## src/core/ivp_pkg.sv

```systemverilog
`default_nettype none

package ivp_pkg;

    // number of table entries: 11 source slots plus SLOT_NONE
    localparam int unsigned SRC_COUNT = 12;
    localparam int unsigned IDX_W = 8;

    // vector table window
    localparam logic [15:0] TABLE_TOP = 16'hFFFF;
    localparam logic [15:0] TABLE_BOTTOM = 16'hFF80;

    // source slots, lowest priority at slot 0
    localparam int unsigned SLOT_PORT2 = 0;
    localparam int unsigned SLOT_PORT1 = 1;
    localparam int unsigned SLOT_CONV = 2;
    localparam int unsigned SLOT_SER_B = 3;
    localparam int unsigned SLOT_SER_A = 4;
    localparam int unsigned SLOT_WDOG = 5;
    localparam int unsigned SLOT_T0_GRP = 6;
    localparam int unsigned SLOT_T0_CH0 = 7;
    localparam int unsigned SLOT_USR_NMI = 8;
    localparam int unsigned SLOT_SYS_NMI = 9;
    localparam int unsigned SLOT_RESET = 10;
    localparam int unsigned SLOT_NONE = 11;

    // word address of each slot's vector
    localparam logic [15:0] VEC_ADDR [SRC_COUNT] = '{
        16'hFFE4, 16'hFFE6, 16'hFFE8, 16'hFFEA, 16'hFFEC, 16'hFFEE,
        16'hFFF6, 16'hFFF8, 16'hFFFA, 16'hFFFC, 16'hFFFE, 16'h0000};
    localparam logic [5:0] VEC_PRIO [SRC_COUNT] = '{
        6'h32, 6'h33, 6'h34, 6'h35, 6'h36, 6'h37,
        6'h3B, 6'h3C, 6'h3D, 6'h3E, 6'h3F, 6'h00};

    // field positions inside the serial groups
    localparam int unsigned SA_RX_BIT = 2;
    localparam int unsigned SA_TX_BIT = 3;
    localparam int unsigned SB_RX0_BIT = 4;
    localparam int unsigned SB_TX0_BIT = 5;
    localparam logic [3:0] SA_SPI_MASK = 4'hC;
    localparam logic [13:0] SB_SPI_MASK = 14'h0030;

    typedef enum logic [1:0]
    {
        CLASS_NONE = 2'b00,
        CLASS_RESET = 2'b01,
        CLASS_NMI = 2'b10,
        CLASS_MASKABLE = 2'b11
    } ivp_class_type;

    // request flags from every source
    typedef struct packed
    {
        logic [7:0] reset_src;   // por,bor,svs,pin,wdog/key,uncorr,sw por,fll
        logic [3:0] sys_nmi_src; // vacant, mbox in, mbox out, bit error
        logic [1:0] usr_nmi_src; // external nmi, oscillator fault
        logic compare_channel0_flag;
        logic [2:0] timer0_grp;  // ch1, ch2, timer0_overflow_flag
        logic watchdog_flag;
        logic [3:0] serial_a;    // tx complete, start, rx, tx
        logic [13:0] serial_b;   // al,nack,sta,stp,rx0,tx0..rx3,tx3,cnt,bit9
        logic [5:0] converter;   // done,in,lo,hi,tov,ov
        logic [7:0] port1;
        logic [7:0] port2;
    } ivp_req_type;

    // resolved index values of the shared vectors
    typedef struct packed
    {
        logic [7:0] timer0_vector_index;
        logic [7:0] serial_a_vector_index;
        logic [7:0] serial_b_vector_index;
        logic [7:0] converter_vector_index;
        logic [7:0] port1_vector_index;
        logic [7:0] port2_vector_index;
    } ivp_index_type;

endpackage : ivp_pkg

`default_nettype wire

```

## src/core/ivp_vector_priority.sv

```systemverilog
`timescale 1ns/1ps
`default_nettype none

module ivp_vector_priority
(
    input wire logic sys_clk_i,                    // 25 MHz system clock
    input wire logic reset_i,                      // synchronous, active high
    input wire ivp_pkg::ivp_req_type req_i,        // source flags
    input wire logic global_int_enable_i,          // gie from cpu status
    input wire logic serial_a_spi_mode_i,          // 1 = spi, 0 = uart
    input wire logic serial_b_i2c_mode_i,          // 1 = i2c, 0 = spi
    input wire logic [15:0] vector_word_i [ivp_pkg::SRC_COUNT], // table contents
    output logic vector_valid_o,                   // a vector is pending
    output ivp_pkg::ivp_class_type vector_class_o, // reset, nmi, maskable
    output logic [15:0] vector_addr_o,             // word address of slot
    output logic [5:0] vector_priority_o,          // priority of slot
    output logic [15:0] handler_ptr_o,             // pc load value
    output ivp_pkg::ivp_index_type index_o         // shared vector indexes
);

    // lowest set bit gives 2*(n+1), zero when idle
    function automatic logic [7:0] first_index(input logic [15:0] flags);
        logic [7:0] res;
        res = 8'h00;
        for (int i = 15; i >= 0; i--)
        begin
            if (flags[i])
            begin
                res = 8'((i + 1) * 2);
            end
        end
        return res;
    endfunction : first_index

    logic [3:0] sa_eff;
    logic [13:0] sb_eff;
    logic [ivp_pkg::SRC_COUNT-1:0] raw_req;
    logic [ivp_pkg::SRC_COUNT-1:0] gated_req;
    logic [3:0] win_nxt;
    logic vector_valid_r;
    ivp_pkg::ivp_class_type vector_class_r;
    logic [15:0] vector_addr_r;
    logic [5:0] vector_priority_r;
    logic [15:0] handler_ptr_r;
    logic [15:0] ptr_sel;
    ivp_pkg::ivp_index_type index_r;
    ivp_pkg::ivp_index_type index_nxt;
    ivp_pkg::ivp_class_type class_nxt;

    // mode masks drop flags the current mode never raises
    assign sa_eff = serial_a_spi_mode_i ? (req_i.serial_a & ivp_pkg::SA_SPI_MASK)
                                        : req_i.serial_a;
    assign sb_eff = serial_b_i2c_mode_i ? req_i.serial_b
                                        : (req_i.serial_b & ivp_pkg::SB_SPI_MASK);

    // one request line per slot
    always_comb
    begin
        raw_req = '0;
        raw_req[ivp_pkg::SLOT_RESET] = |req_i.reset_src;
        raw_req[ivp_pkg::SLOT_SYS_NMI] = |req_i.sys_nmi_src;
        raw_req[ivp_pkg::SLOT_USR_NMI] = |req_i.usr_nmi_src;
        raw_req[ivp_pkg::SLOT_T0_CH0] = req_i.compare_channel0_flag;
        raw_req[ivp_pkg::SLOT_T0_GRP] = |req_i.timer0_grp;
        raw_req[ivp_pkg::SLOT_WDOG] = req_i.watchdog_flag;
        raw_req[ivp_pkg::SLOT_SER_A] = |sa_eff;
        raw_req[ivp_pkg::SLOT_SER_B] = |sb_eff;
        raw_req[ivp_pkg::SLOT_CONV] = |req_i.converter;
        raw_req[ivp_pkg::SLOT_PORT1] = |req_i.port1;
        raw_req[ivp_pkg::SLOT_PORT2] = |req_i.port2;
    end

    // gie masks only the maskable slots below the nmi slots
    always_comb
    begin
        gated_req = raw_req;
        for (int s = 0; s < int'(ivp_pkg::SLOT_USR_NMI); s++)
        begin
            gated_req[s] = raw_req[s] & global_int_enable_i;
        end
    end

    // upward scan so the highest pending slot is the last to win
    always_comb
    begin
        win_nxt = 4'(ivp_pkg::SLOT_NONE);
        for (int s = 0; s < int'(ivp_pkg::SLOT_NONE); s++)
        begin
            if (gated_req[s])
            begin
                win_nxt = 4'(s);
            end
        end
    end

    // class follows the winning slot
    always_comb
    begin
        case (win_nxt)
            4'(ivp_pkg::SLOT_RESET): class_nxt = ivp_pkg::CLASS_RESET;
            4'(ivp_pkg::SLOT_SYS_NMI): class_nxt = ivp_pkg::CLASS_NMI;
            4'(ivp_pkg::SLOT_USR_NMI): class_nxt = ivp_pkg::CLASS_NMI;
            4'(ivp_pkg::SLOT_NONE): class_nxt = ivp_pkg::CLASS_NONE;
            default: class_nxt = ivp_pkg::CLASS_MASKABLE;
        endcase
    end

    // index values; shared groups report their lowest pending flag
    always_comb
    begin
        index_nxt.timer0_vector_index = first_index({13'h0000, req_i.timer0_grp});
        index_nxt.serial_a_vector_index = first_index({12'h000, sa_eff});
        index_nxt.serial_b_vector_index = first_index({2'h0, sb_eff});
        index_nxt.converter_vector_index = first_index({10'h000, req_i.converter});
        index_nxt.port1_vector_index = first_index({8'h00, req_i.port1});
        index_nxt.port2_vector_index = first_index({8'h00, req_i.port2});
    end

    // selected vector; table lookup keeps the slot address inside the window
    always_ff @(posedge sys_clk_i)
    begin
        if (reset_i)
        begin
            vector_valid_r <= 1'b0;
            vector_class_r <= ivp_pkg::CLASS_NONE;
            vector_addr_r <= 16'h0000;
            vector_priority_r <= 6'h00;
        end
        else
        begin
            vector_valid_r <= (win_nxt != 4'(ivp_pkg::SLOT_NONE));
            vector_class_r <= class_nxt;
            vector_addr_r <= ivp_pkg::VEC_ADDR[win_nxt];
            vector_priority_r <= ivp_pkg::VEC_PRIO[win_nxt];
        end
    end

    // table word of the winning slot, one net so the load check sees the same value
    assign ptr_sel = vector_word_i[win_nxt];

    // pointer the cpu loads into its program counter
    always_ff @(posedge sys_clk_i)
    begin
        if (reset_i)
        begin
            handler_ptr_r <= 16'h0000;
        end
        else if (win_nxt != 4'(ivp_pkg::SLOT_NONE))
        begin
            handler_ptr_r <= ptr_sel;
        end
        else
        begin
            handler_ptr_r <= 16'h0000;
        end
    end

    // index registers, read by the handler to pick the cause
    always_ff @(posedge sys_clk_i)
    begin
        if (reset_i)
        begin
            index_r <= '0;
        end
        else
        begin
            index_r <= index_nxt;
        end
    end

    assign vector_valid_o = vector_valid_r;
    assign vector_class_o = vector_class_r;
    assign vector_addr_o = vector_addr_r;
    assign vector_priority_o = vector_priority_r;
    assign handler_ptr_o = handler_ptr_r;
    assign index_o = index_r;

    // checks
    chk_addr_window: assert property (@(posedge sys_clk_i) disable iff (reset_i)
        vector_valid_o |-> (vector_addr_o >= ivp_pkg::TABLE_BOTTOM && !vector_addr_o[0]))
        else $error("vector address outside table");

    chk_ptr_load: assert property (@(posedge sys_clk_i) disable iff (reset_i)
        (win_nxt != 4'(ivp_pkg::SLOT_NONE)) |=> handler_ptr_o == $past(ptr_sel))
        else $error("handler pointer not loaded");

    chk_reset_top: assert property (@(posedge sys_clk_i) disable iff (reset_i)
        (|req_i.reset_src) |=> (vector_addr_o == 16'hFFFE && vector_priority_o == 6'h3F
        && vector_class_o == ivp_pkg::CLASS_RESET))
        else $error("reset cause did not take top vector");

    chk_sys_nmi: assert property (@(posedge sys_clk_i) disable iff (reset_i)
        (|req_i.sys_nmi_src && !(|req_i.reset_src)) |=> vector_addr_o == 16'hFFFC)
        else $error("system nmi vector wrong");

    chk_usr_nmi: assert property (@(posedge sys_clk_i) disable iff (reset_i)
        (|req_i.usr_nmi_src && !global_int_enable_i && !(|req_i.reset_src)
        && !(|req_i.sys_nmi_src)) |=> (vector_addr_o == 16'hFFFA && vector_priority_o == 6'h3D))
        else $error("user nmi vector wrong");

    chk_timer_index: assert property (@(posedge sys_clk_i) disable iff (reset_i)
        (req_i.timer0_grp == 3'h4) |=> index_o.timer0_vector_index == 8'h06)
        else $error("timer0 overflow index wrong");

    chk_gie_mask: assert property (@(posedge sys_clk_i) disable iff (reset_i)
        !global_int_enable_i |=> vector_class_o != ivp_pkg::CLASS_MASKABLE)
        else $error("maskable vector taken with gie clear");

    chk_wdog_slot: assert property (@(posedge sys_clk_i) disable iff (reset_i)
        (global_int_enable_i && req_i.watchdog_flag
        && gated_req[ivp_pkg::SLOT_NONE-1:ivp_pkg::SLOT_WDOG+1] == '0)
        |=> (vector_addr_o == 16'hFFEE && vector_priority_o == 6'h37))
        else $error("watchdog vector wrong");

    chk_sa_spi_mask: assert property (@(posedge sys_clk_i) disable iff (reset_i)
        (serial_a_spi_mode_i && req_i.serial_a == 4'h3) |=> index_o.serial_a_vector_index == 8'h00)
        else $error("serial A uart flag seen in spi mode");

    chk_port_order: assert property (@(posedge sys_clk_i) disable iff (reset_i)
        (global_int_enable_i && |req_i.port1 && |req_i.port2
        && gated_req[ivp_pkg::SLOT_NONE-1:ivp_pkg::SLOT_CONV] == '0)
        |=> vector_addr_o == 16'hFFE6)
        else $error("port1 did not outrank port2");

endmodule : ivp_vector_priority

`default_nettype wire

```

## config.mk

```make
export PLATFORM = sky130hd
export DESIGN_NAME = ivp_vector_priority
export DESIGN_NICKNAME = d
export VERILOG_FILES = /design/src/core/ivp_pkg.sv /design/src/core/ivp_vector_priority.sv
export SDC_FILE = /design/constraint.sdc
export NUM_CORES = 1
export LEC_CHECK = 0
export ABC_AREA = 1
export BUFFER_PORTS_ARGS = -buffer_cell sky130_fd_sc_hd__buf_2
export CORE_AREA = 2 2 136 138
export DETAILED_ROUTE_END_ITERATION = 16
export DIE_AREA = 0 0 138 140
export PLACE_DENSITY = 0.58
export SLEW_MARGIN = 40
export SYNTH_ARGS = -nofsm -noshare
export SYNTH_HDL_FRONTEND = slang
export SYNTH_SLANG_ARGS = --single-unit
```

## constraint.sdc

```tcl
create_clock -name sys_clk_i -period 2.1 [get_ports sys_clk_i]
set_input_delay 0.105 -clock sys_clk_i [delete_from_list [all_inputs] [get_ports sys_clk_i]]
set_output_delay 0.105 -clock sys_clk_i [all_outputs]
set_load 0.01 [all_outputs]
```

==> results of run 1 <==
per-stage QoR:
stage,util,worst slack (ns)
2_1_floorplan,-,-0.01961
3_3_place_gp,0.3962,-0.1923
3_5_place_dp,0.3962,-0.2032
4_1_cts,0.4073,0.08586
5_1_grt,0.4153,-0.03087
6_report,0.4153,0.2155
area by class of cell:
class,instances,area [µm²]
Clock inverter,2,38.79
Fill cell,2020,10400
Timing Repair Buffer,379,2257
Tap cell,229,286.5
Sequential cell,44,880.8
Clock buffer,6,138.9
Multi-Input combinational cell,598,3018
Inverter,203,764.5
cell usage after synthesis, types with 2 or more instances:
cell type,number,share of area
sky130_fd_sc_hd__a21oi_1,38,0.038
sky130_fd_sc_hd__o221ai_1,2,0.0035
sky130_fd_sc_hd__nor3_1,5,0.0049
sky130_fd_sc_hd__inv_1,193,0.14
sky130_fd_sc_hd__nand3_1,152,0.15
sky130_fd_sc_hd__inv_2,8,0.0059
sky130_fd_sc_hd__a21oi_2,11,0.019
sky130_fd_sc_hd__buf_2,20,0.020
sky130_fd_sc_hd__nand3b_1,34,0.050
sky130_fd_sc_hd__nand2_4,3,0.0067
sky130_fd_sc_hd__nor4_1,5,0.0062
sky130_fd_sc_hd__o21ai_1,3,0.0030
sky130_fd_sc_hd__nor3_2,2,0.0040
sky130_fd_sc_hd__nor2_4,4,0.0089
sky130_fd_sc_hd__buf_6,9,0.020
sky130_fd_sc_hd__ha_1,6,0.015
sky130_fd_sc_hd__nand2_1,232,0.17
sky130_fd_sc_hd__dfxtp_1,44,0.17
sky130_fd_sc_hd__buf_4,47,0.070
sky130_fd_sc_hd__clkbuf_1,11,0.0082
sky130_fd_sc_hd__nand2_2,6,0.0074
sky130_fd_sc_hd__nor2_2,3,0.0037
sky130_fd_sc_hd__o211ai_1,2,0.0030
sky130_fd_sc_hd__o21ai_0,7,0.0069
sky130_fd_sc_hd__buf_1,3,0.0022
sky130_fd_sc_hd__clkinv_1,2,0.0015
sky130_fd_sc_hd__nor2_1,45,0.033
placed cells by master (no fill, tap or decap), types with 9 or more instances in the layout:
master                     count
sky130_fd_sc_hd__buf_2       314
sky130_fd_sc_hd__nand2_1     217
sky130_fd_sc_hd__inv_1       192
sky130_fd_sc_hd__nand3_1     151
sky130_fd_sc_hd__buf_4        47
sky130_fd_sc_hd__dfxtp_1      44
sky130_fd_sc_hd__nor2_1       39
sky130_fd_sc_hd__a21oi_1      38
sky130_fd_sc_hd__nand3b_1     34
sky130_fd_sc_hd__conb_1       29
sky130_fd_sc_hd__nand2_2      20
sky130_fd_sc_hd__a21oi_2      11
sky130_fd_sc_hd__buf_12        9
power groups by stage:
stage                     clock network (mW)  logic (mW)  registers (mW)
after floorplan                            0       0.410           0.935
after global routing                    1.00       0.907           0.897
after CTS                              0.971       0.808           0.895
final                                  0.950       0.810           0.894
after global placement                     0       0.804           0.914
after detailed placement                   0       0.801           0.914
metal layers:
| layer | wire, µm | part of all wire |
|---|---|---|
| met1 | 8541 | 0.42 |
| met2 | 10060 | 0.50 |
| met3 | 1110 | 0.055 |
| met4 | 386 | 0.019 |
| met5 | 13 | 0.00065 |
worst max-delay path, cell delays in order:
cell and delay (ns):
sky130_fd_sc_hd__clkbuf_4 0.18, sky130_fd_sc_hd__nand2_1 0.10, sky130_fd_sc_hd__inv_1 0.08, sky130_fd_sc_hd__nor2_4 0.12, sky130_fd_sc_hd__nand2_2 0.08, sky130_fd_sc_hd__nor3_2 0.22
sky130_fd_sc_hd__nand2_1 0.08, sky130_fd_sc_hd__nand3_1 0.07, sky130_fd_sc_hd__nand2_1 0.05, sky130_fd_sc_hd__nand2_1 0.10, sky130_fd_sc_hd__nand2_4 0.11, sky130_fd_sc_hd__inv_2 0.12
sky130_fd_sc_hd__nor2_4 0.06, sky130_fd_sc_hd__buf_12 0.18, sky130_fd_sc_hd__nand3_1 0.09, sky130_fd_sc_hd__nand2_1 0.07, sky130_fd_sc_hd__nor2_1 0.17, sky130_fd_sc_hd__a21oi_1 0.09
timing repair:
action / 4_1_cts / 5_1_grt
resized for setup: 0 / 18
endpoints found under the hold margin: 2 / 0
setup endpoints to repair: 0 / 18
hold buffers: 2 / 0
buffers inserted: 0 / 0
sequential cells by signal (all words and copies together), names as in the netlist:
| register | cells |
|---|---|
| vector_class_o | 2 |
| vector_valid_o | 1 |
| index_o | 20 |
| vector_priority_o | 5 |
| handler_ptr_o | 16 |
final timing paths:
path | startpoint | endpoint | slack [ns]
hold / removal | req_i[16] | index_o[19] | 0.02
setup / recovery | serial_b_i2c_mode_i | handler_ptr_o[6] | 0.22
cell families (layout without fill, tap and decap cells):
group	Yosys count	in the layout	share of synthesized area
and+or+nand+nor	495	495	0.4597
buffers and inverters	293	590	0.2704
AOI/OAI and AO/OA	68	68	0.08033
DFF	44	44	0.1740
adders and majority gates	6	6	0.01483
other	1	29	0.0007408
==> results by group, run 1 <==
Status
  • Status: finished, final reports clean

Route
  • Initial DRC Count: 228
  • DRC violation count after routing: 0
  • Final Routed Wirelength: 20110 µm
  • First-pass iteration count of the detailed router: 4
  • Number of nets with antenna violations after detailed routing: 0
  • Routed wire per std cell: 13.76 µm
  • Routed vias/inst: 4.380
  • Vias: 6399

Global route
  • Met2 GRT Util: 0.3577
  • Pin count of the biggest net entering global routing: 62
  • Total track usage: 0.1940
  • Global route total overflow: 0
  • Antenna violations before repair: 1
  • Global routing usage on met1: 0.2380
  • Grt met3 use: 0.02769
  • Busiest layer in global routing: met2
  • Via count of the first global-routing pass: 5929
  • Wire length of the first global-routing pass: 30090 µm

Timing
  • Slew of the pin with the lowest slew margin: 0.5713 ns
  • Smallest hold slack: between 0.02 and 0.025 ns
  • Maximum achievable frequency: 530.7 MHz
  • Final hold vios: 0
  • Summed negative setup slack over all endpoints: 0 ns
  • Final-report setup violation count: 0
  • Relative slew slack: 0.6160
  • Time the final worst path needs with I/O delays and setup: around 1.9 ns
  • Slew Viols, Final: 0
  • Share of the clock period used by the worst path after layout: 0.8974

Power
  • Cell internal power dissipation: 1.868 mW
  • PwrDens: about 360 mW/mm²
  • Sw frac: 0.2965
  • Sequential group share of total power: 0.337
  • Clock power frac: 0.358
  • Total power after layout: 2.655 mW
  • Leakage power summed over all cells: 4.600 nW
  • VDD IR-drop max: between 0.2 and 0.3 mV
  • Reported net switching power: approximately 0.79 mW
  • Power share of the combinational group: 0.305

Logic synthesis
  • Post-Synthesis Mean Instance Area: 5.581 µm²
  • Synthesized instance count: 907
  • Ys async rst share: 0
  • Seq/Total Area, Yosys: 0.1740
  • Number of warning messages in the yosys log: 0
  • Library cells used by synthesis: 37
  • Register bit count reported by yosys: 44
  • Area of the mapped netlist: 0.005062 mm²
  • Leading register cell type out of synthesis: sky130_fd_sc_hd__dfxtp_1
  • Number of synthesized flops with an enable pin: 0

Setup path
  • Critical Path Start Type: primary input
  • Highest fanout seen on the critical path: 14
  • Data arrival time of the critical path: 2.06 ns
  • Path type of the worst setup path: in -> reg
  • CP Capture Type: register
  • Required @ worst endpoint: 2.28 ns

Place
  • I/O Buffers: 315
  • Number of instances in the placed design: 1448
  • Cell area after placement: ~0.0070 mm²
  • DP Wirelength: 16480 µm
  • Last weighted congestion value of the routability-driven placer: around 0.90

Floorplanning
  • Core Rows: 49
  • Standard cell core area: between 0.015 and 0.02 mm²
  • Chip height: 140 µm
  • Floorplan die area: slightly below 0.02 mm²
  • Initial Utilization: 0.2847
  • I/O pins: 345
  • Width of the die: approximately 140 µm

Clock tree
  • Number of clock sinks seen by CTS: 44
  • Number of buffers created by CTS: 5
  • Clock root buffer: sky130_fd_sc_hd__clkbuf_16
  • CTS tree: yes
  • H-Tree Level Count: 2
  • Clock-pin slew reported for the worst setup and hold paths after clock tree synthesis: about 0.070 ns
  • Buffer depth of the longest clock path: 2

Min path
  • Worst hold path stage count: 2
  • Tightest Hold Check Type: in -> reg

Layout
  • Final instance area: 0.007385 mm²
  • Fraction of layout cells with a size suffix above 1: 0.3669
  • ANT cells: 0
  • Final non-filler cell total: 1461
  • Area growth syn-to-layout: 45.87%
  • Number of nets in the final layout: ~1500

Job
  • Count of maximum capacitance violations: 0
Power figures use the tool's default switching activity.
==> run 2: changes to the inputs <==
--- a/config.mk
+++ b/config.mk
@@ -10,7 +10,9 @@
 export CORE_AREA = 2 2 136 138
 export DETAILED_ROUTE_END_ITERATION = 16
 export DIE_AREA = 0 0 138 140
+export GPL_ROUTABILITY_DRIVEN = 0
 export PLACE_DENSITY = 0.58
+export RECOVER_POWER = 25
 export SLEW_MARGIN = 40
 export SYNTH_ARGS = -nofsm -noshare
 export SYNTH_HDL_FRONTEND = slang
==> run 2 against run 1 <==
Effect of this change:
- cell count unchanged
- combinational power about the same
- final area shrank 0.14%
- global-route usage did not move
==> results by group, run 2 (synthesis results as in run 1) <==
Global route
  • Grt met3 use: 0.02769
  • Total track usage: 0.1940
  • Via count of the first global-routing pass: slightly below 6000
  • Pin count of the biggest net entering global routing: 62
  • Antenna violations before repair: 1
  • Met2 GRT Util: 0.3577
  • Wire length of the first global-routing pass: ~30000 µm
  • Global route total overflow: 0
  • Busiest layer in global routing: met2
  • Global routing usage on met1: 0.2380

Layout
  • Area growth syn-to-layout: 45.67%
  • ANT cells: 0
  • Multi-input combinational cell area: 0.003018 mm²
  • Largest register FFs: 20
  • Filler Cell Count: 2025
  • Fraction of layout cells with a size suffix above 1: 0.3604
  • Number of nets in the final layout: approximately 1500
  • Leading cell type in the layout, fill and taps excluded: sky130_fd_sc_hd__buf_2
  • FF+latch area: 880.8 µm²
  • Commonest cells after routing, fill and taps aside: sky130_fd_sc_hd__buf_2, sky130_fd_sc_hd__nand2_1, sky130_fd_sc_hd__inv_1

Route
  • DRC violation count after routing: 0
  • Routed vias/inst: 4.381
  • Routed wire per std cell: around 14 µm
  • Number of nets with antenna violations after detailed routing: 0
  • Final Routed Wirelength: 20120 µm
  • First-pass iteration count of the detailed router: 4
  • Initial DRC Count: about 240
  • Vias: 6400

Clock tree
  • H-Tree Level Count: 2
  • Clock root buffer: sky130_fd_sc_hd__clkbuf_16
  • Clock-pin slew reported for the worst setup and hold paths after clock tree synthesis: 0.07 ns
  • Number of clock sinks seen by CTS: 44
  • Number of buffers created by CTS: 5
  • CTS tree: yes
  • Buffer depth of the longest clock path: 2

Power
  • Leakage power summed over all cells: between 4 and 5 nW
  • VDD IR-drop max: 0.2657 mV
  • PwrDens: between 300 and 400 mW/mm²
  • Clock power frac: 0.358
  • Cell internal power dissipation: between 1.5 and 2 mW
  • Reported net switching power: 0.7876 mW
  • Sw frac: 0.2968
  • Power share of the combinational group: 0.305
  • Total power after layout: 2.654 mW
  • Sequential group share of total power: 0.337

Floorplanning
  • Standard cell core area: 0.01778 mm²
  • I/O pins: 345
  • Width of the die: 138 µm
  • Floorplan die area: 0.01932 mm²
  • Chip height: 140 µm
  • Initial Utilization: 0.2847
  • Core Rows: 49

Timing
  • Share of the clock period used by the worst path after layout: 0.8974
  • Slew Viols, Final: 0
  • Maximum achievable frequency: 530.7 MHz
  • Slew of the pin with the lowest slew margin: slightly above 0.8 ns
  • Relative slew slack: 0.4549
  • Final-report setup violation count: 0
  • Final hold vios: 0
  • Summed negative setup slack over all endpoints: 0 ns
  • Time the final worst path needs with I/O delays and setup: roughly 1.9 ns

Job
  • Count of maximum capacitance violations: 0

Place
  • DP Wirelength: 16480 µm
  • I/O Buffers: 315

Setup path
  • Critical Path Start Type: primary input
  • Required @ worst endpoint: approximately 2.3 ns
  • CP Capture Type: register
  • Highest fanout seen on the critical path: 14
  • Data arrival time of the critical path: 2.06 ns
  • Path type of the worst setup path: in -> reg

Status
  • Status: finished, final reports clean

Min path
  • Tightest Hold Check Type: in -> reg
run 2: changes by cell type in the layout (fill, tap and decap cells not counted), sizes merged:
cell / previous run / this run
buf: 373 / 365
clkbuf: 10 / 18
run 2: area by class of cell:
type | count | area share
Clock buffer | 6 | 0.01883
Clock inverter | 2 | 0.005260
Inverter | 203 | 0.1037
Multi-Input combinational cell | 598 | 0.4092
Sequential cell | 44 | 0.1194
Tap cell | 229 | 0.03885
Timing Repair Buffer | 379 | 0.3047
run 2: final timing paths:
path	from	to	slack [ns]	depth (start not counted)
setup / recovery	serial_b_i2c_mode_i	handler_ptr_o[6]	0.22	18
hold / removal	req_i[16]	index_o[19]	0.02	2
run 2: repair_timing:
item	4_1_cts	5_1_grt
hold endpoints to repair	2	0
resized for setup	0	18
hold buffers	2	0
buffers inserted	0	0
endpoints found under the setup margin	0	18
run 2: power by group through the flow:
stage	Combinational (mW)	Clock [mW]	Sequential, mW
floorplan	0.410	0	0.935
global placement	0.804	0	0.914
detailed placement	0.801	0	0.914
CTS	0.808	0.971	0.895
global route	0.906	1.00	0.898
finish	0.809	0.950	0.895
run 2: per-stage QoR:
stage / hold slack [ns] / setup slack [ns] / utilization / cells / area, µm²
2_1_floorplan: 0.1778 / -0.01961 / - / 935 / 5235
3_5_place_dp: 0.2900 / -0.2032 / 0.3962 / 1448 / 7044
3_3_place_gp: 0.2881 / -0.1923 / 0.3962 / 1448 / 7044
6_report: 0.02433 / 0.2155 / 0.4148 / 1461 / 7375
4_1_cts: 0.02067 / 0.08586 / 0.4073 / 1458 / 7242
5_1_grt: 0.02859 / -0.03317 / 0.4148 / 1461 / 7375
run 2: layer usage:
layer  vias up  wire length, µm
li1       3345                -
met1      2780             8543
met2       247            10060
met3        26             1114
met4         2              386
met5         -               13
run 2: worst max-delay path, cell delays in order:
cell and delay (ns):
sky130_fd_sc_hd__clkbuf_4 0.18, sky130_fd_sc_hd__nand2_1 0.10, sky130_fd_sc_hd__inv_1 0.08, sky130_fd_sc_hd__nor2_4 0.12, sky130_fd_sc_hd__nand2_2 0.08, sky130_fd_sc_hd__nor3_2 0.22
sky130_fd_sc_hd__nand2_1 0.08, sky130_fd_sc_hd__nand3_1 0.07, sky130_fd_sc_hd__nand2_1 0.05, sky130_fd_sc_hd__nand2_1 0.10, sky130_fd_sc_hd__nand2_4 0.11, sky130_fd_sc_hd__inv_2 0.12
sky130_fd_sc_hd__nor2_4 0.06, sky130_fd_sc_hd__buf_12 0.18, sky130_fd_sc_hd__nand3_1 0.09, sky130_fd_sc_hd__nand2_1 0.07, sky130_fd_sc_hd__nor2_1 0.17, sky130_fd_sc_hd__a21oi_1 0.09
==> run 3: changes to the inputs <==
--- a/config.mk
+++ b/config.mk
@@ -5,13 +5,12 @@
 export SDC_FILE = /design/constraint.sdc
 export NUM_CORES = 1
 export LEC_CHECK = 0
-export ABC_AREA = 1
 export BUFFER_PORTS_ARGS = -buffer_cell sky130_fd_sc_hd__buf_2
-export CORE_AREA = 2 2 136 138
+export CORE_AREA = 2 2 133 135
 export DETAILED_ROUTE_END_ITERATION = 16
-export DIE_AREA = 0 0 138 140
+export DIE_AREA = 0 0 135 137
 export GPL_ROUTABILITY_DRIVEN = 0
-export PLACE_DENSITY = 0.58
+export PLACE_DENSITY = 0.55
 export RECOVER_POWER = 25
 export SLEW_MARGIN = 40
 export SYNTH_ARGS = -nofsm -noshare
==> run 3 against run 2 <==
Effect of this change:
- the run now ends with setup timing left
- routed wire length is 5.8% higher
- die area down 4.3%
- first-iteration DRC count up 4.2%
- clock power is 7.2% lower
- global-route usage increased by 2.1 points
- critical path depth decreased by 7
- utilization up 3.0 points
- cell count fell by 21%
- largest power group is now sequential cells
==> results by group, run 3 <==
Logic synthesis
  • Adder and majority cell fraction of the synthesized area: 0.01762
  • Share of synthesized area spent on multiplexers: 0.06841
  • Cell with the most instances after synthesis: sky130_fd_sc_hd__buf_4
  • Cells taking the most area after synthesis: sky130_fd_sc_hd__dfxtp_1, sky130_fd_sc_hd__buf_4, sky130_fd_sc_hd__mux2_2
  • Share of the synthesized area in the top cell type: 0.2067
  • Area leader, netlist: sky130_fd_sc_hd__dfxtp_1
  • Synthesized instance count: 525
  • Main combinational cell family by area after synthesis: compound AO/OA/AOI/OAI gates
  • Top cells by instance count after synthesis: sky130_fd_sc_hd__buf_4, sky130_fd_sc_hd__nand2_1, sky130_fd_sc_hd__dfxtp_1
  • Post-Synthesis Mean Instance Area: 8.117 µm²
  • Number of synthesized flops with an enable pin: 0
  • Synth Area in Compound Gates: 0.3658
  • Area fraction in and, or, nand and nor cells after synthesis: 0.2017
  • Register bit count reported by yosys: 44
  • Leading register cell type out of synthesis: sky130_fd_sc_hd__dfxtp_1
  • Ys async rst share: 0
  • Library cells used by synthesis: 66
  • Area of the mapped netlist: 0.004262 mm²
  • Synth Area in XOR/XNOR: 0
  • Seq/Total Area, Yosys: 0.2067
  • Number of warning messages in the yosys log: 0

Route
  • Vias: 5625
  • Number of nets with antenna violations after detailed routing: 0
  • DRC violation count after routing: 0
  • Initial DRC Count: 248
  • Routed wire per std cell: 18.36 µm
  • Final Routed Wirelength: roughly 21000 µm
  • Routed vias/inst: 4.853
  • First-pass iteration count of the detailed router: 4

Floorplanning
  • Core Rows: 48
  • Standard cell core area: between 0.015 and 0.02 mm²
  • Initial Utilization: 0.2499
  • I/O pins: 345
  • Floorplan die area: 0.01850 mm²
  • Chip height: 137 µm
  • Width of the die: between 100 and 150 µm

Layout
  • Largest register FFs: 20
  • Fraction of layout cells with a size suffix above 1: 0.6174
  • Leading cell type in the layout, fill and taps excluded: sky130_fd_sc_hd__buf_2
  • Number of nets in the final layout: 1194
  • Area growth syn-to-layout: 78.21%
  • Commonest cells after routing, fill and taps aside: sky130_fd_sc_hd__buf_2, sky130_fd_sc_hd__buf_4, sky130_fd_sc_hd__nand2_1
  • Filler Cell Count: approximately 1700
  • Final non-filler cell total: about 1200

Clock tree
  • Hold bufs inserted after CTS: 0
  • Clock root buffer: sky130_fd_sc_hd__clkbuf_16
  • CTS tree: yes
  • H-Tree Level Count: 2
  • Clock-pin slew reported for the worst setup and hold paths after clock tree synthesis: 0.07 ns
  • Buffer depth of the longest clock path: 2
  • Number of clock sinks seen by CTS: 44
  • Number of buffers created by CTS: 5

Min path
  • Startpoint of the most critical hold path: req_i[22]
  • Worst hold path stage count: 2
  • Tightest Hold Check Type: in -> reg
  • Terminating pin of the worst hold path: index_o[26]

Setup path
  • Path type of the worst setup path: in -> reg
  • Worst path max stage delay: 0.53 ns
  • Highest fanout seen on the critical path: 20
  • Critical Path Start Type: primary input
  • Required @ worst endpoint: between 2 and 2.5 ns
  • Data arrival time of the critical path: 2.78 ns
  • CP Capture Type: register
  • Critical Path Slowest Stage Cell: sky130_fd_sc_hd__or4_4
  • Ordered cell list for the critical path: buf_6 > or4_4 > o21a_1 > or2_1 > o21a_2 > o21ai_4 > buf_4 > buf_12 > mux2_2 > a211oi_2 > a22oi_2

Global route
  • Pin count of the biggest net entering global routing: 25
  • Antenna violations before repair: 3
  • Via count of the first global-routing pass: 5234
  • Total track usage: 0.2152
  • Wire length of the first global-routing pass: approximately 30000 µm
  • Global route total overflow: 0

Timing
  • Time the final worst path needs with I/O delays and setup: roughly 2.6 ns
  • Slew of the pin with the lowest slew margin: 1.300 ns
  • Unrepaired setup endpoints after global routing: yes
  • Final hold vios: 0
  • Final-report setup violation count: 23
  • Minimum setup slack in the final design: -0.4938 ns
  • Relative slew slack: 0.1331
  • Share of the clock period used by the worst path after layout: 1.235
  • Smallest hold slack: 0.02226 ns
  • Slew Viols, Final: 0
  • Maximum achievable frequency: 385.5 MHz

Job
  • Count of maximum capacitance violations: 0

Power
  • PwrDens: ~330 mW/mm²
  • VDD IR-drop max: slightly below 0.3 mV
  • Leakage power summed over all cells: 3.494 nW

Place
  • I/O Buffers: ~320
  • Setup slack at placement: -0.9894 ns
  • DP Wirelength: 16970 µm
  • Number of instances in the placed design: ~1100

Status
  • Status: finished with violations
  • Violated checks: setup timing
-- run 3: cell count changes after synthesis, sizes merged, moves of 12 or more --
cell | previous run | this run
a211oi | 1 | 23
a31o | 0 | 14
buf | 79 | 67
inv | 201 | 14
mux2 | 0 | 25
nand2 | 241 | 49
nand3 | 152 | 23
nand3b | 35 | 1
nor2 | 52 | 38
o211ai | 2 | 24
o221ai | 2 | 15
-- run 3: where the power goes --
part | switching, mW | total [mW] | internal (mW)
sequential | 0.0155 | 0.893 | 0.878
combinational | 0.346 | 0.740 | 0.394
clock | 0.406 | 0.882 | 0.475
total | 0.768 | 2.52 | 1.75
-- run 3: cell type report --
| class | count | area [µm²] | share of cell area |
|---|---|---|---|
| clock buffer | 6 | 138.9 | 0.01829 |
| clock inverter | 2 | 15.01 | 0.001977 |
| sequential | 44 | 880.8 | 0.1160 |
| tap | 225 | 281.5 | 0.03707 |
| antenna | 1 | 2.502 | 0.0003295 |
| inverter | 14 | 62.56 | 0.008237 |
| timing repair buffer | 454 | 2918 | 0.3842 |
| multi-input combinational | 413 | 3296 | 0.4339 |
-- run 3: critical path: cells and delay by family --
| kind | cells | cell delay, ns |
|---|---|---|
| multiplexers | 1 | 0.36 |
| AND/OR/NAND/NOR | 2 | 0.78 |
| AO/OA/AOI/OAI | 5 | 1.07 |
| buffers and inverters | 3 | 0.44 |
-- run 3: cells by family after synthesis --
logic type      count (synthesis)
compound gates                183
simple gates                  169
buf+inv                        96
flops                          44
mux                            26
fa+ha+maj                       6
other cells                     1
-- run 3: layer usage --
metal / vias to the layer above / part of all wire / GRT usage
met5: - / 0.0013 / 0
met1: 2635 / 0.44 / 0.2819
li1: 2741 / - / -
met4: 4 / 0.014 / 0.04630
met2: 223 / 0.48 / 0.3691
met3: 22 / 0.061 / 0.03963
-- run 3: how the worst max path moves through the flow --
stage | from | to | depth (start not counted)
2_1_floorplan | req_i[29] | handler_ptr_o[10] | 16
3_3_place_gp | req_i[29] | handler_ptr_o[11] | 11
3_5_place_dp | req_i[29] | handler_ptr_o[11] | 11
4_1_cts | req_i[14] | handler_ptr_o[1] | 14
5_1_grt | req_i[32] | handler_ptr_o[5] | 15
6_report | req_i[32] | handler_ptr_o[11] | 11
-- run 3: timing repair --
action | CTS | global route
pin swaps | 28 | 21
gates resized for setup | 44 | 46
cloned | 1 | 1
endpoints found under the hold margin | 0 | 0
endpoints found under the setup margin | 24 | 24
setup buffers | 15 | 9
-- run 3: through the flow --
stage	area (µm²)	util	total power, mW	setup TNS, ns
floorplan	4442	-	1.208	-20.67
global placement	6705	0.3931	1.604	-18.21
detailed placement	6705	0.3931	1.605	-19.03
CTS	7262	0.4258	2.525	-9.824
global route	7595	0.4453	2.628	-10.66
finish	7595	0.4453	2.515	-8.827
